--- config.mk ---
export PLATFORM = sky130hd
export DESIGN_NAME = spc_ctrl
export DESIGN_NICKNAME = d
export VERILOG_FILES = /design/src/logic/spc_pkg.sv /design/src/logic/spc_ctrl.sv
export VERILOG_INCLUDE_DIRS = /design/src /design/src/logic
export SDC_FILE = /design/constraint.sdc
export NUM_CORES = 1
export LEC_CHECK = 0
export BUFFER_PORTS_ARGS = -buffer_cell sky130_fd_sc_hd__clkbuf_2
export CORE_MARGIN = 10
export CORE_UTILIZATION = 49
export DETAILED_ROUTE_END_ITERATION = 16
export GPL_ROUTABILITY_DRIVEN = 0
export PLACE_DENSITY = 0.83
export SYNTH_ARGS = -nofsm -noshare
export SYNTH_HDL_FRONTEND = slang
export SYNTH_SLANG_ARGS = --single-unit
--- constraint.sdc ---
create_clock -name ref_clk -period 1.95 [get_ports ref_clk]
set_input_delay 0 -clock ref_clk [delete_from_list [all_inputs] [get_ports ref_clk]]
set_output_delay 0 -clock ref_clk [all_outputs]
set_load 0.1 [all_outputs]
--- src/logic/spc_cfg.svh ---
// constants for the system privilege, power and clock control block
// assumes a single ref_clk domain and 8-bit configuration registers
`ifndef SPC_CFG_SVH
`define SPC_CFG_SVH
// writable-bit masks of config registers 0..2 (bits that exist)
`define SPC_CFG0_MASK      8'h60
`define SPC_CFG1_MASK      8'h14
`define SPC_CFG2_MASK      8'hdb
// bits locked while nonprivileged
`define SPC_CFG0_PROT      8'h60
`define SPC_CFG1_PROT      8'h14
`define SPC_CFG2_PROT      8'hdb
`define SPC_SER_PROT       8'hf0
`define SPC_TMA_PROT       8'hc0
`define SPC_TMB_PROT       8'hc0
`define SPC_CNV_PROT       8'he0
// bits of register 2
`define SPC_LOCK_BIT       0
`define SPC_NMI_BIT        1
`define SPC_PDSEL_BIT      6
`define SPC_HALT_BIT       7
`define SPC_LP_BITS        8'hc0
// register reset values
`define SPC_REG_RST        8'h00
// register selector codes
`define SPC_SEL_CFG0       3'h0
`define SPC_SEL_CFG1       3'h1
`define SPC_SEL_CFG2       3'h2
`define SPC_SEL_SER        3'h3
`define SPC_SEL_TMA        3'h4
`define SPC_SEL_TMB        3'h5
`define SPC_SEL_CNV        3'h6
// clock divider
`define SPC_DIV4_LAST      2'h3
`endif

--- src/logic/spc_pkg.sv ---
// types for the system privilege, power and clock control block
// assumes spc_cfg.svh is compiled alongside
package spc_pkg;
    typedef enum logic [3:0] {
        SPC_RUN     = 4'b0001,
        SPC_IDLE    = 4'b0010,
        SPC_STANDBY = 4'b0100,
        SPC_HALT    = 4'b1000
    } spc_mode_t;

    // one register write from the cpu
    typedef struct packed {
        logic       en;
        logic [2:0] sel;
        logic [7:0] data;
    } spc_wr_t;

    // wake sources, already synchronised where they come from pins
    typedef struct packed {
        logic irq1;
        logic irq2;
        logic irq3;
        logic timer_a;
        logic rx_low;
    } spc_wake_t;
endpackage : spc_pkg

--- src/logic/spc_ctrl.sv ---
// Function
// - reset leaves the device privileged with all register bits writable
// - writing 1 to priv_lock_bit enters nonprivileged mode
// - nonprivileged mode ignores writes to protected bits of config registers 0..2
// - nonprivileged mode protects priority register bits of serial, timers, converter
// - high voltage on mode pin after reset release enters eeprom override
// - idle instruction enters low power only if powerdown_select set, else idle
// - halt-select bit picks standby (0) or halt (1)
// - standby stops cpu; oscillator, clocks, timer 1, rx start detect run
// - standby exits on reset, any external irq, timer 1 irq, rx low
// - halt stops oscillator and all internal clocks
// - halt exits on reset, external irq or rx low, never timer
// - low power disabled by mask option ignores writes to register 2 bits 6,7
// - low power disabled by mask option makes idle instruction always idle
// - hard watchdog makes irq one nonmaskable during low power modes
// - standby and halt retain cpu, ram, pin and peripheral status
// - watchdog counter clocking inhibited during standby and halt
// - divide-by-4 option gives system clock at quarter resonator rate
// - divide-by-1 option gives system clock equal to resonator rate
// - clock option fixed at manufacture, exactly one present
//
// system control logic: privilege lock, eeprom override, power modes, clock option
// assumes ref_clk is the resonator-derived clock; pin inputs are asynchronous
// cpu state, ram and pin latches live outside; low power only gates their clocks
// mask options are parameters, so one build carries exactly one clock option
`timescale 1ns/10ps
`include "spc_cfg.svh"

module spc_ctrl
    import spc_pkg::*;
#(
    parameter bit LP_DISABLED = 1'b0,   // mask option: low-power modes removed
    parameter bit CLK_DIV4    = 1'b1    // mask option: 1 divide-by-4, 0 divide-by-1
) (
    input  wire logic      ref_clk,           // clock, 100 MHz
    input  wire logic      rst_n,             // synchronous reset, active low
    input  wire spc_wr_t   cpu_wr,            // register write from cpu
    input  wire logic      idle_instr,        // pulse: idle instruction executed
    input  wire logic      hard_wdog,         // hard watchdog mode selected
    input  wire logic      mode_ctrl_pin,     // high-voltage detect on mode pin
    input  wire logic      ext_irq_one,       // external interrupt pin 1 event
    input  wire logic      ext_irq_two,       // external interrupt pin 2 event
    input  wire logic      ext_irq_three,     // external interrupt pin 3 event
    input  wire logic      timer_a_irq,       // timer 1 interrupt, same clock
    input  wire logic      serial_rx_pin,     // serial receive pin level
    output logic [7:0]     sys_cfg_reg0,      // config register 0
    output logic [7:0]     sys_cfg_reg1,      // config register 1
    output logic [7:0]     sys_cfg_reg2,      // config register 2
    output logic [7:0]     serial_priority_reg,     // serial priority bits
    output logic [7:0]     timer_a_priority_reg,    // timer 1 priority bits
    output logic [7:0]     timer_b_priority_reg,    // timer 2 priority bits
    output logic [7:0]     converter_priority_reg,  // converter priority bits
    output logic           priv_mode,         // 1 while privileged
    output logic           eeprom_protect_override, // eeprom_protect_regs writable
    output spc_mode_t      pwr_mode,          // current power mode
    output logic           cpu_clk_en,        // cpu and most peripherals clocked
    output logic           osc_en,            // oscillator and internal clocks run
    output logic           timer_a_clk_en,    // timer 1 and rx start detect clocked
    output logic           wdog_clk_en,       // wdog_counter clock enable
    output logic           irq1_nmi_force,    // irq one forced nonmaskable
    output logic           internal_sys_clock // system clock enable pulse/level
);
    // pin synchronisers, two stages each; only the second stage feeds logic
    logic [4:0] pin_s1_r, pin_s1_nxt;
    logic [4:0] pin_s2_r, pin_s2_nxt;
    always_comb begin
        pin_s1_nxt = {mode_ctrl_pin, ext_irq_one, ext_irq_two, ext_irq_three, serial_rx_pin};
        pin_s2_nxt = pin_s1_r;
    end
    // no reset here: the pipe flushes within the three-edge minimum reset
    always_ff @(posedge ref_clk) begin
        pin_s1_r <= pin_s1_nxt;
        pin_s2_r <= pin_s2_nxt;
    end

    // wake sources gathered in one carrier
    // a pin event needs two edges of sync before it can wake anything
    spc_wake_t wake_src;
    logic      irq_any;
    always_comb begin
        wake_src.irq1    = pin_s2_r[3];
        wake_src.irq2    = pin_s2_r[2];
        wake_src.irq3    = pin_s2_r[1];
        wake_src.timer_a = timer_a_irq;   // same clock, no sync needed
        wake_src.rx_low  = ~pin_s2_r[0];  // start bit or break pulls the line low
        irq_any          = wake_src.irq1 | wake_src.irq2 | wake_src.irq3;
    end

    // masked register update; protected bits hold while locked
    function automatic logic [7:0] upd(input logic [7:0] cur, input logic [7:0] wd,
                                       input logic [7:0] exist, input logic [7:0] prot,
                                       input logic locked);
        logic [7:0] wm;
        wm  = locked ? (exist & ~prot) : exist;
        upd = (cur & ~wm) | (wd & wm);
    endfunction : upd

    // register state
    logic [7:0] cfg0_r, cfg0_nxt, cfg1_r, cfg1_nxt, cfg2_r, cfg2_nxt;
    logic [7:0] ser_r, ser_nxt, tma_r, tma_nxt, tmb_r, tmb_nxt, cnv_r, cnv_nxt;
    logic       lock_r, lock_nxt;
    logic [7:0] wd2;

    always_comb begin
        cfg0_nxt = cfg0_r;
        cfg1_nxt = cfg1_r;
        cfg2_nxt = cfg2_r;
        ser_nxt  = ser_r;
        tma_nxt  = tma_r;
        tmb_nxt  = tmb_r;
        cnv_nxt  = cnv_r;
        wd2      = cpu_wr.data;
        // low-power bits frozen when the mask option removed them
        if (LP_DISABLED)
            wd2 = (cpu_wr.data & ~`SPC_LP_BITS) | (cfg2_r & `SPC_LP_BITS);
        if (cpu_wr.en) begin
            case (cpu_wr.sel)
                `SPC_SEL_CFG0: cfg0_nxt = upd(cfg0_r, cpu_wr.data, `SPC_CFG0_MASK, `SPC_CFG0_PROT, lock_r);
                `SPC_SEL_CFG1: cfg1_nxt = upd(cfg1_r, cpu_wr.data, `SPC_CFG1_MASK, `SPC_CFG1_PROT, lock_r);
                `SPC_SEL_CFG2: cfg2_nxt = upd(cfg2_r, wd2, `SPC_CFG2_MASK, `SPC_CFG2_PROT, lock_r);
                `SPC_SEL_SER:  ser_nxt  = upd(ser_r, cpu_wr.data, 8'hff, `SPC_SER_PROT, lock_r);
                `SPC_SEL_TMA:  tma_nxt  = upd(tma_r, cpu_wr.data, 8'hff, `SPC_TMA_PROT, lock_r);
                `SPC_SEL_TMB:  tmb_nxt  = upd(tmb_r, cpu_wr.data, 8'hff, `SPC_TMB_PROT, lock_r);
                `SPC_SEL_CNV:  cnv_nxt  = upd(cnv_r, cpu_wr.data, 8'hff, `SPC_CNV_PROT, lock_r);
                default: ;
            endcase
        end
        // lock is sticky: a locked write cannot clear it, so only reset unlocks
        lock_nxt = lock_r | cfg2_nxt[`SPC_LOCK_BIT];
    end

    always_ff @(posedge ref_clk) begin
        if (!rst_n) begin
            cfg0_r <= `SPC_REG_RST;
            cfg1_r <= `SPC_REG_RST;
            cfg2_r <= `SPC_REG_RST;
            ser_r  <= `SPC_REG_RST;
            tma_r  <= `SPC_REG_RST;
            tmb_r  <= `SPC_REG_RST;
            cnv_r  <= `SPC_REG_RST;
            lock_r <= 1'b0;
        end else begin
            cfg0_r <= cfg0_nxt;
            cfg1_r <= cfg1_nxt;
            cfg2_r <= cfg2_nxt;
            ser_r  <= ser_nxt;
            tma_r  <= tma_nxt;
            tmb_r  <= tmb_nxt;
            cnv_r  <= cnv_nxt;
            lock_r <= lock_nxt;
        end
    end

    // eeprom override: entered by high voltage seen after reset release
    logic wpo_r, wpo_nxt;
    always_comb begin
        wpo_nxt = pin_s2_r[4];
    end
    always_ff @(posedge ref_clk) begin
        if (!rst_n)
            wpo_r <= 1'b0;
        else
            wpo_r <= wpo_nxt;
    end

    // power mode sequencer; registers and ram are simply not reset here
    spc_mode_t mode_r, mode_nxt;
    logic      wake_sb, wake_ht;
    always_comb begin
        // idle wakes on the standby sources; halt has no running timer to wake it
        wake_sb  = irq_any | wake_src.timer_a | wake_src.rx_low;
        wake_ht  = irq_any | wake_src.rx_low;                     // timers cannot wake
        mode_nxt = mode_r;
        case (mode_r)
            SPC_RUN: begin
                if (idle_instr) begin
                    if (LP_DISABLED || !cfg2_r[`SPC_PDSEL_BIT])
                        mode_nxt = SPC_IDLE;
                    else if (cfg2_r[`SPC_HALT_BIT])
                        mode_nxt = SPC_HALT;
                    else
                        mode_nxt = SPC_STANDBY;
                end
            end
            SPC_IDLE:    if (wake_sb) mode_nxt = SPC_RUN;
            SPC_STANDBY: if (wake_sb) mode_nxt = SPC_RUN;
            SPC_HALT:    if (wake_ht) mode_nxt = SPC_RUN;
            default:     mode_nxt = SPC_RUN;
        endcase
    end
    always_ff @(posedge ref_clk) begin
        if (!rst_n)
            mode_r <= SPC_RUN;  // reset always exits low power
        else
            mode_r <= mode_nxt;
    end

    // clock option divider, fixed by parameter
    logic [1:0] div_r, div_nxt;
    always_comb begin
        div_nxt = (div_r == `SPC_DIV4_LAST) ? 2'h0 : div_r + 2'h1;
    end
    always_ff @(posedge ref_clk) begin
        if (!rst_n)
            div_r <= 2'h0;
        else
            div_r <= div_nxt;
    end

    // mode classes; mode_awake feeds two clock enables, mode_lowpwr only the irq one nmi force
    function automatic logic mode_awake(input spc_mode_t m);
        mode_awake = (m == SPC_RUN) || (m == SPC_IDLE);
    endfunction : mode_awake

    // low power covers standby and halt, never idle
    function automatic logic mode_lowpwr(input spc_mode_t m);
        mode_lowpwr = (m == SPC_STANDBY) || (m == SPC_HALT);
    endfunction : mode_lowpwr

    // next values of the registered outputs
    logic [7:0] cfg0_out_nxt;
    logic [7:0] cfg1_out_nxt;
    logic [7:0] cfg2_out_nxt;
    logic [7:0] ser_out_nxt;
    logic [7:0] tma_out_nxt;
    logic [7:0] tmb_out_nxt;
    logic [7:0] cnv_out_nxt;
    logic       priv_nxt;
    logic       ovr_nxt;
    spc_mode_t  pwr_nxt;
    logic       cpu_en_nxt;
    logic       osc_en_nxt;
    logic       tma_en_nxt;
    logic       wdog_en_nxt;
    logic       nmi_nxt;
    logic       internal_sys_clock_nxt;

    // outputs load the next state, so they never trail the internal registers
    always_comb begin
        // register images
        cfg0_out_nxt = cfg0_nxt;
        cfg1_out_nxt = cfg1_nxt;
        cfg2_out_nxt = cfg2_nxt;
        ser_out_nxt  = ser_nxt;
        tma_out_nxt  = tma_nxt;
        tmb_out_nxt  = tmb_nxt;
        cnv_out_nxt  = cnv_nxt;
        // privilege, override and mode
        priv_nxt     = ~lock_nxt;
        ovr_nxt      = wpo_nxt;
        pwr_nxt      = mode_nxt;
        // cpu stops in standby and halt; retention is by not resetting
        cpu_en_nxt   = mode_awake(mode_nxt);
        osc_en_nxt   = (mode_nxt != SPC_HALT);
        tma_en_nxt   = (mode_nxt != SPC_HALT);
        wdog_en_nxt  = mode_awake(mode_nxt);
        nmi_nxt      = hard_wdog && mode_lowpwr(mode_nxt);
        // divide-by-4 pulses one cycle in four, divide-by-1 every cycle
        // halt stops the oscillator, so the system clock stops with it
        internal_sys_clock_nxt   = (mode_nxt != SPC_HALT) && (CLK_DIV4 ? (div_nxt == `SPC_DIV4_LAST) : 1'b1);
    end

    // registered outputs; reset leaves the block privileged and running
    always_ff @(posedge ref_clk) begin
        if (!rst_n) begin
            sys_cfg_reg0            <= `SPC_REG_RST;
            sys_cfg_reg1            <= `SPC_REG_RST;
            sys_cfg_reg2            <= `SPC_REG_RST;
            serial_priority_reg     <= `SPC_REG_RST;
            timer_a_priority_reg    <= `SPC_REG_RST;
            timer_b_priority_reg    <= `SPC_REG_RST;
            converter_priority_reg  <= `SPC_REG_RST;
            priv_mode               <= 1'b1;
            eeprom_protect_override <= 1'b0;
            pwr_mode                <= SPC_RUN;
            cpu_clk_en              <= 1'b1;
            osc_en                  <= 1'b1;
            timer_a_clk_en          <= 1'b1;
            wdog_clk_en             <= 1'b1;
            irq1_nmi_force          <= 1'b0;
            internal_sys_clock      <= 1'b0;
        end else begin
            sys_cfg_reg0            <= cfg0_out_nxt;
            sys_cfg_reg1            <= cfg1_out_nxt;
            sys_cfg_reg2            <= cfg2_out_nxt;
            serial_priority_reg     <= ser_out_nxt;
            timer_a_priority_reg    <= tma_out_nxt;
            timer_b_priority_reg    <= tmb_out_nxt;
            converter_priority_reg  <= cnv_out_nxt;
            priv_mode               <= priv_nxt;
            eeprom_protect_override <= ovr_nxt;
            pwr_mode                <= pwr_nxt;
            cpu_clk_en              <= cpu_en_nxt;
            osc_en                  <= osc_en_nxt;
            timer_a_clk_en          <= tma_en_nxt;
            wdog_clk_en             <= wdog_en_nxt;
            irq1_nmi_force          <= nmi_nxt;
            internal_sys_clock      <= internal_sys_clock_nxt;
        end
    end
endmodule : spc_ctrl

==> results.txt <==
Fin Setup TNS: 0 ns
CTS tree: done
largest net degree at the start of global routing: 53
full die area: 8375 um^2
worst-margin pin slew: 0.5657 ns
Die Width: 91.52 um
Clock Tree Buf Depth: 2
pwr dens: 1015 nW/um^2
later-pin clock latency in the skew report: 0.33 ns
CTS H-tree depth: 3
area of the core: 4848 um^2
Wirelength per Cell: 15.01 um
Worst EP required: 2.18 ns
min Tclk post-route: 1.601 ns
final hold violations: 0
Syn-to-layout area delta: 30.10%
NetSw: 0.9417 mW
commonest non-fill, non-tap cell in the layout: clkbuf_2
FF+latch count, synth: 65
first-pass GRT wire length: 9.894 mm
Tot Pwr: 3.309 mW
share of cells above drive strength 1: 0.3220
Clock Pin Slew Worst Setup and Hold Paths: 0.07 ns
Achievable Freq: 0.6245 GHz
Setup violations, final: 0
switching part of the total: 0.2846
post-DP HPWL: 4.331 mm
critical path class: reg2reg
chip height: 91.52 um
routed via count: 1847
RSZ-0062 raised after global routing: false
remaining global-route overflow: 0
Global Route Usage Sum: 0.1462
Hold WC Path Type: in2reg
Peak VDD IR: 795.8 uV
postcts setup bufs: 0
part of the cycle the worst path needs: 0.8211
Pint: 2.367 mW
antenna cells: 0
CTS Buf Count: 9
Synth Instances: 229
TritonRoute pass-1 iters: 4
Final Max Slew Viols: 0
Clk pwr share: 0.423
Seq/Total Area, Yosys: 0.5192
synth warn: 0
synthesized area: 2506 um^2
Layout Nets: 342
Logic pwr share: 0.155
CP Launch Type: flop
# port buffers: 75
DRC violations left: 0
Yosys cell types: 38
Starting Density: 0.5169
DRT antenna net count: 0
status: complete, no violations
commonest non-fill, non-tap cells in the layout: clkbuf_2 (75), dfxtp_1 (62), nor2b_1 (35)
maxcap violations: 0
Vias per Instance: 4.736
Arr. time, crit path: 1.83 ns
post-CTS resize count: 0
Syn Area/Cell: 10.94 um^2
Critical Path End Type: flop
skew final: 0.005534 ns
clock sinks: 65
Iter 0 DRT Violations: 74
initial antenna violation count: 0
row count: 25
crit-path max FO: 11
Leak: 1.537 nW
Routed Wire Length: 5.854 mm
Flop pwr share: 0.421
vias in the first global route: 1949
relative slew slack: 0.6245
Root Buffer: clkbuf_8
I/O pin count: 90
[synth_stat cells]
library cell	instances	area share
o31a_1	1	0.0035
nand2_1	10	0.015
nor3_1	2	0.0040
o21ai_0	5	0.010
and2_1	4	0.010
dfxtp_1	65	0.52
ha_1	2	0.010
nand3b_4	1	0.0080
nor2_1	5	0.0075
and4bb_2	1	0.0050
nand4_1	1	0.0025
nor3b_1	3	0.0090
o21ai_1	1	0.0020
nor2b_1	35	0.087
clkbuf_1	6	0.0090
nand4b_1	2	0.0070
clkbuf_2	1	0.0020
nor3b_4	1	0.0075
buf_4	16	0.048
or2_2	2	0.0050
nor4b_1	2	0.0070
a21boi_0	8	0.024
o21a_1	1	0.0030
inv_1	2	0.0030
xnor2_1	1	0.0035
conb_1	1	0.0015
o32ai_1	1	0.0035
nand3_1	2	0.0040
mux2i_1	34	0.14
o221ai_1	1	0.0035
a32o_1	1	0.0040
and3_1	1	0.0025
mux2_4	1	0.0060
nand4b_2	1	0.0060
nand3b_1	3	0.0090
buf_2	3	0.0060
and2b_1	1	0.0030
a2bb2oi_1	1	0.0035
[worst paths after layout]
kind / startpoint / endpoint / slack [ns] / cells after the start
min reg2reg: pin_s1_r[1]$_DFF_P_ / pin_s2_r[1]$_DFF_P_ / 0.33 / 0
max reg2reg: lock_r$_SDFF_PN0_ / lock_r$_SDFF_PN0_ / 0.35 / 4
max: lock_r$_SDFF_PN0_ / lock_r$_SDFF_PN0_ / 0.35 / 4
min: cpu_wr[0] / converter_priority_reg[0]$_SDFFE_PN0P_ / 0.01 / 3
[repair_timing]
item                                    4_1_cts  5_1_grt
hold buffers                                 13        0
endpoints found under the setup margin        0        0
hold endpoints to repair                     22        0
[area by class of cell]
cell class / count / area (um^2)
inverter: 2 / 7.507
tap: 67 / 83.83
timing repair buffer: 91 / 528.0
multi-input combinational: 149 / 1084
clock inverter: 6 / 115.1
fill: 381 / 1588
clock buffer: 10 / 137.6
sequential: 65 / 1305
[power groups by stage]
| stage | combinational [mW] | sequential, mW | clock (mW) |
|---|---|---|---|
| 2_1_floorplan | 0.249 | 1.60 | 0 |
| 3_3_place_gp | 0.491 | 1.42 | 0 |
| 3_5_place_dp | 0.495 | 1.42 | 0 |
| 4_1_cts | 0.515 | 1.39 | 1.43 |
| 5_1_grt | 0.539 | 1.40 | 1.50 |
| 6_report | 0.514 | 1.39 | 1.40 |
[kinds of logic (layout without fill, tap and decap cells)]
kind of cell | after synthesis | in the layout | share of synthesized area
XOR/XNOR | 1 | 1 | 0.003495
AND/OR/NAND/NOR | 77 | 77 | 0.1992
buffers and inverters | 28 | 109 | 0.06790
flip-flops | 65 | 65 | 0.5192
adder cells (fa/ha/maj) | 2 | 2 | 0.009983
other | 1 | 14 | 0.001496
multiplexers | 35 | 35 | 0.1418
AO/OA/AOI/OAI | 20 | 20 | 0.05692
[critical path, cell delays in order (launching register included)]
cell	delay (ns)
dfxtp_1	0.42
nor3b_4	0.39
nand3b_4	0.18
mux2_4	0.34
o21a_1	0.17
[metal layers]
layer	GRT usage	routed length, um	share of wire
met5	0	0	0
met4	0.05091	57	0.0097
met3	0.08148	635	0.11
met2	0.2435	2864	0.49
met1	0.1519	2296	0.39
[metrics by stage]
stage	instances	hold slack [ns]	area [um^2]	util	setup WS (ns)
floorplan	242	0.02772	2559	-	0.05956
global placement	361	0.1025	2878	0.5935	0.4353
detailed placement	361	0.1053	2878	0.5935	0.3655
CTS	390	0.002257	3261	0.6725	0.3481
global route	390	0.02501	3261	0.6725	0.2816
finish	390	0.01025	3261	0.6725	0.3488
Note: power is estimated with default switching activity, not from simulation.
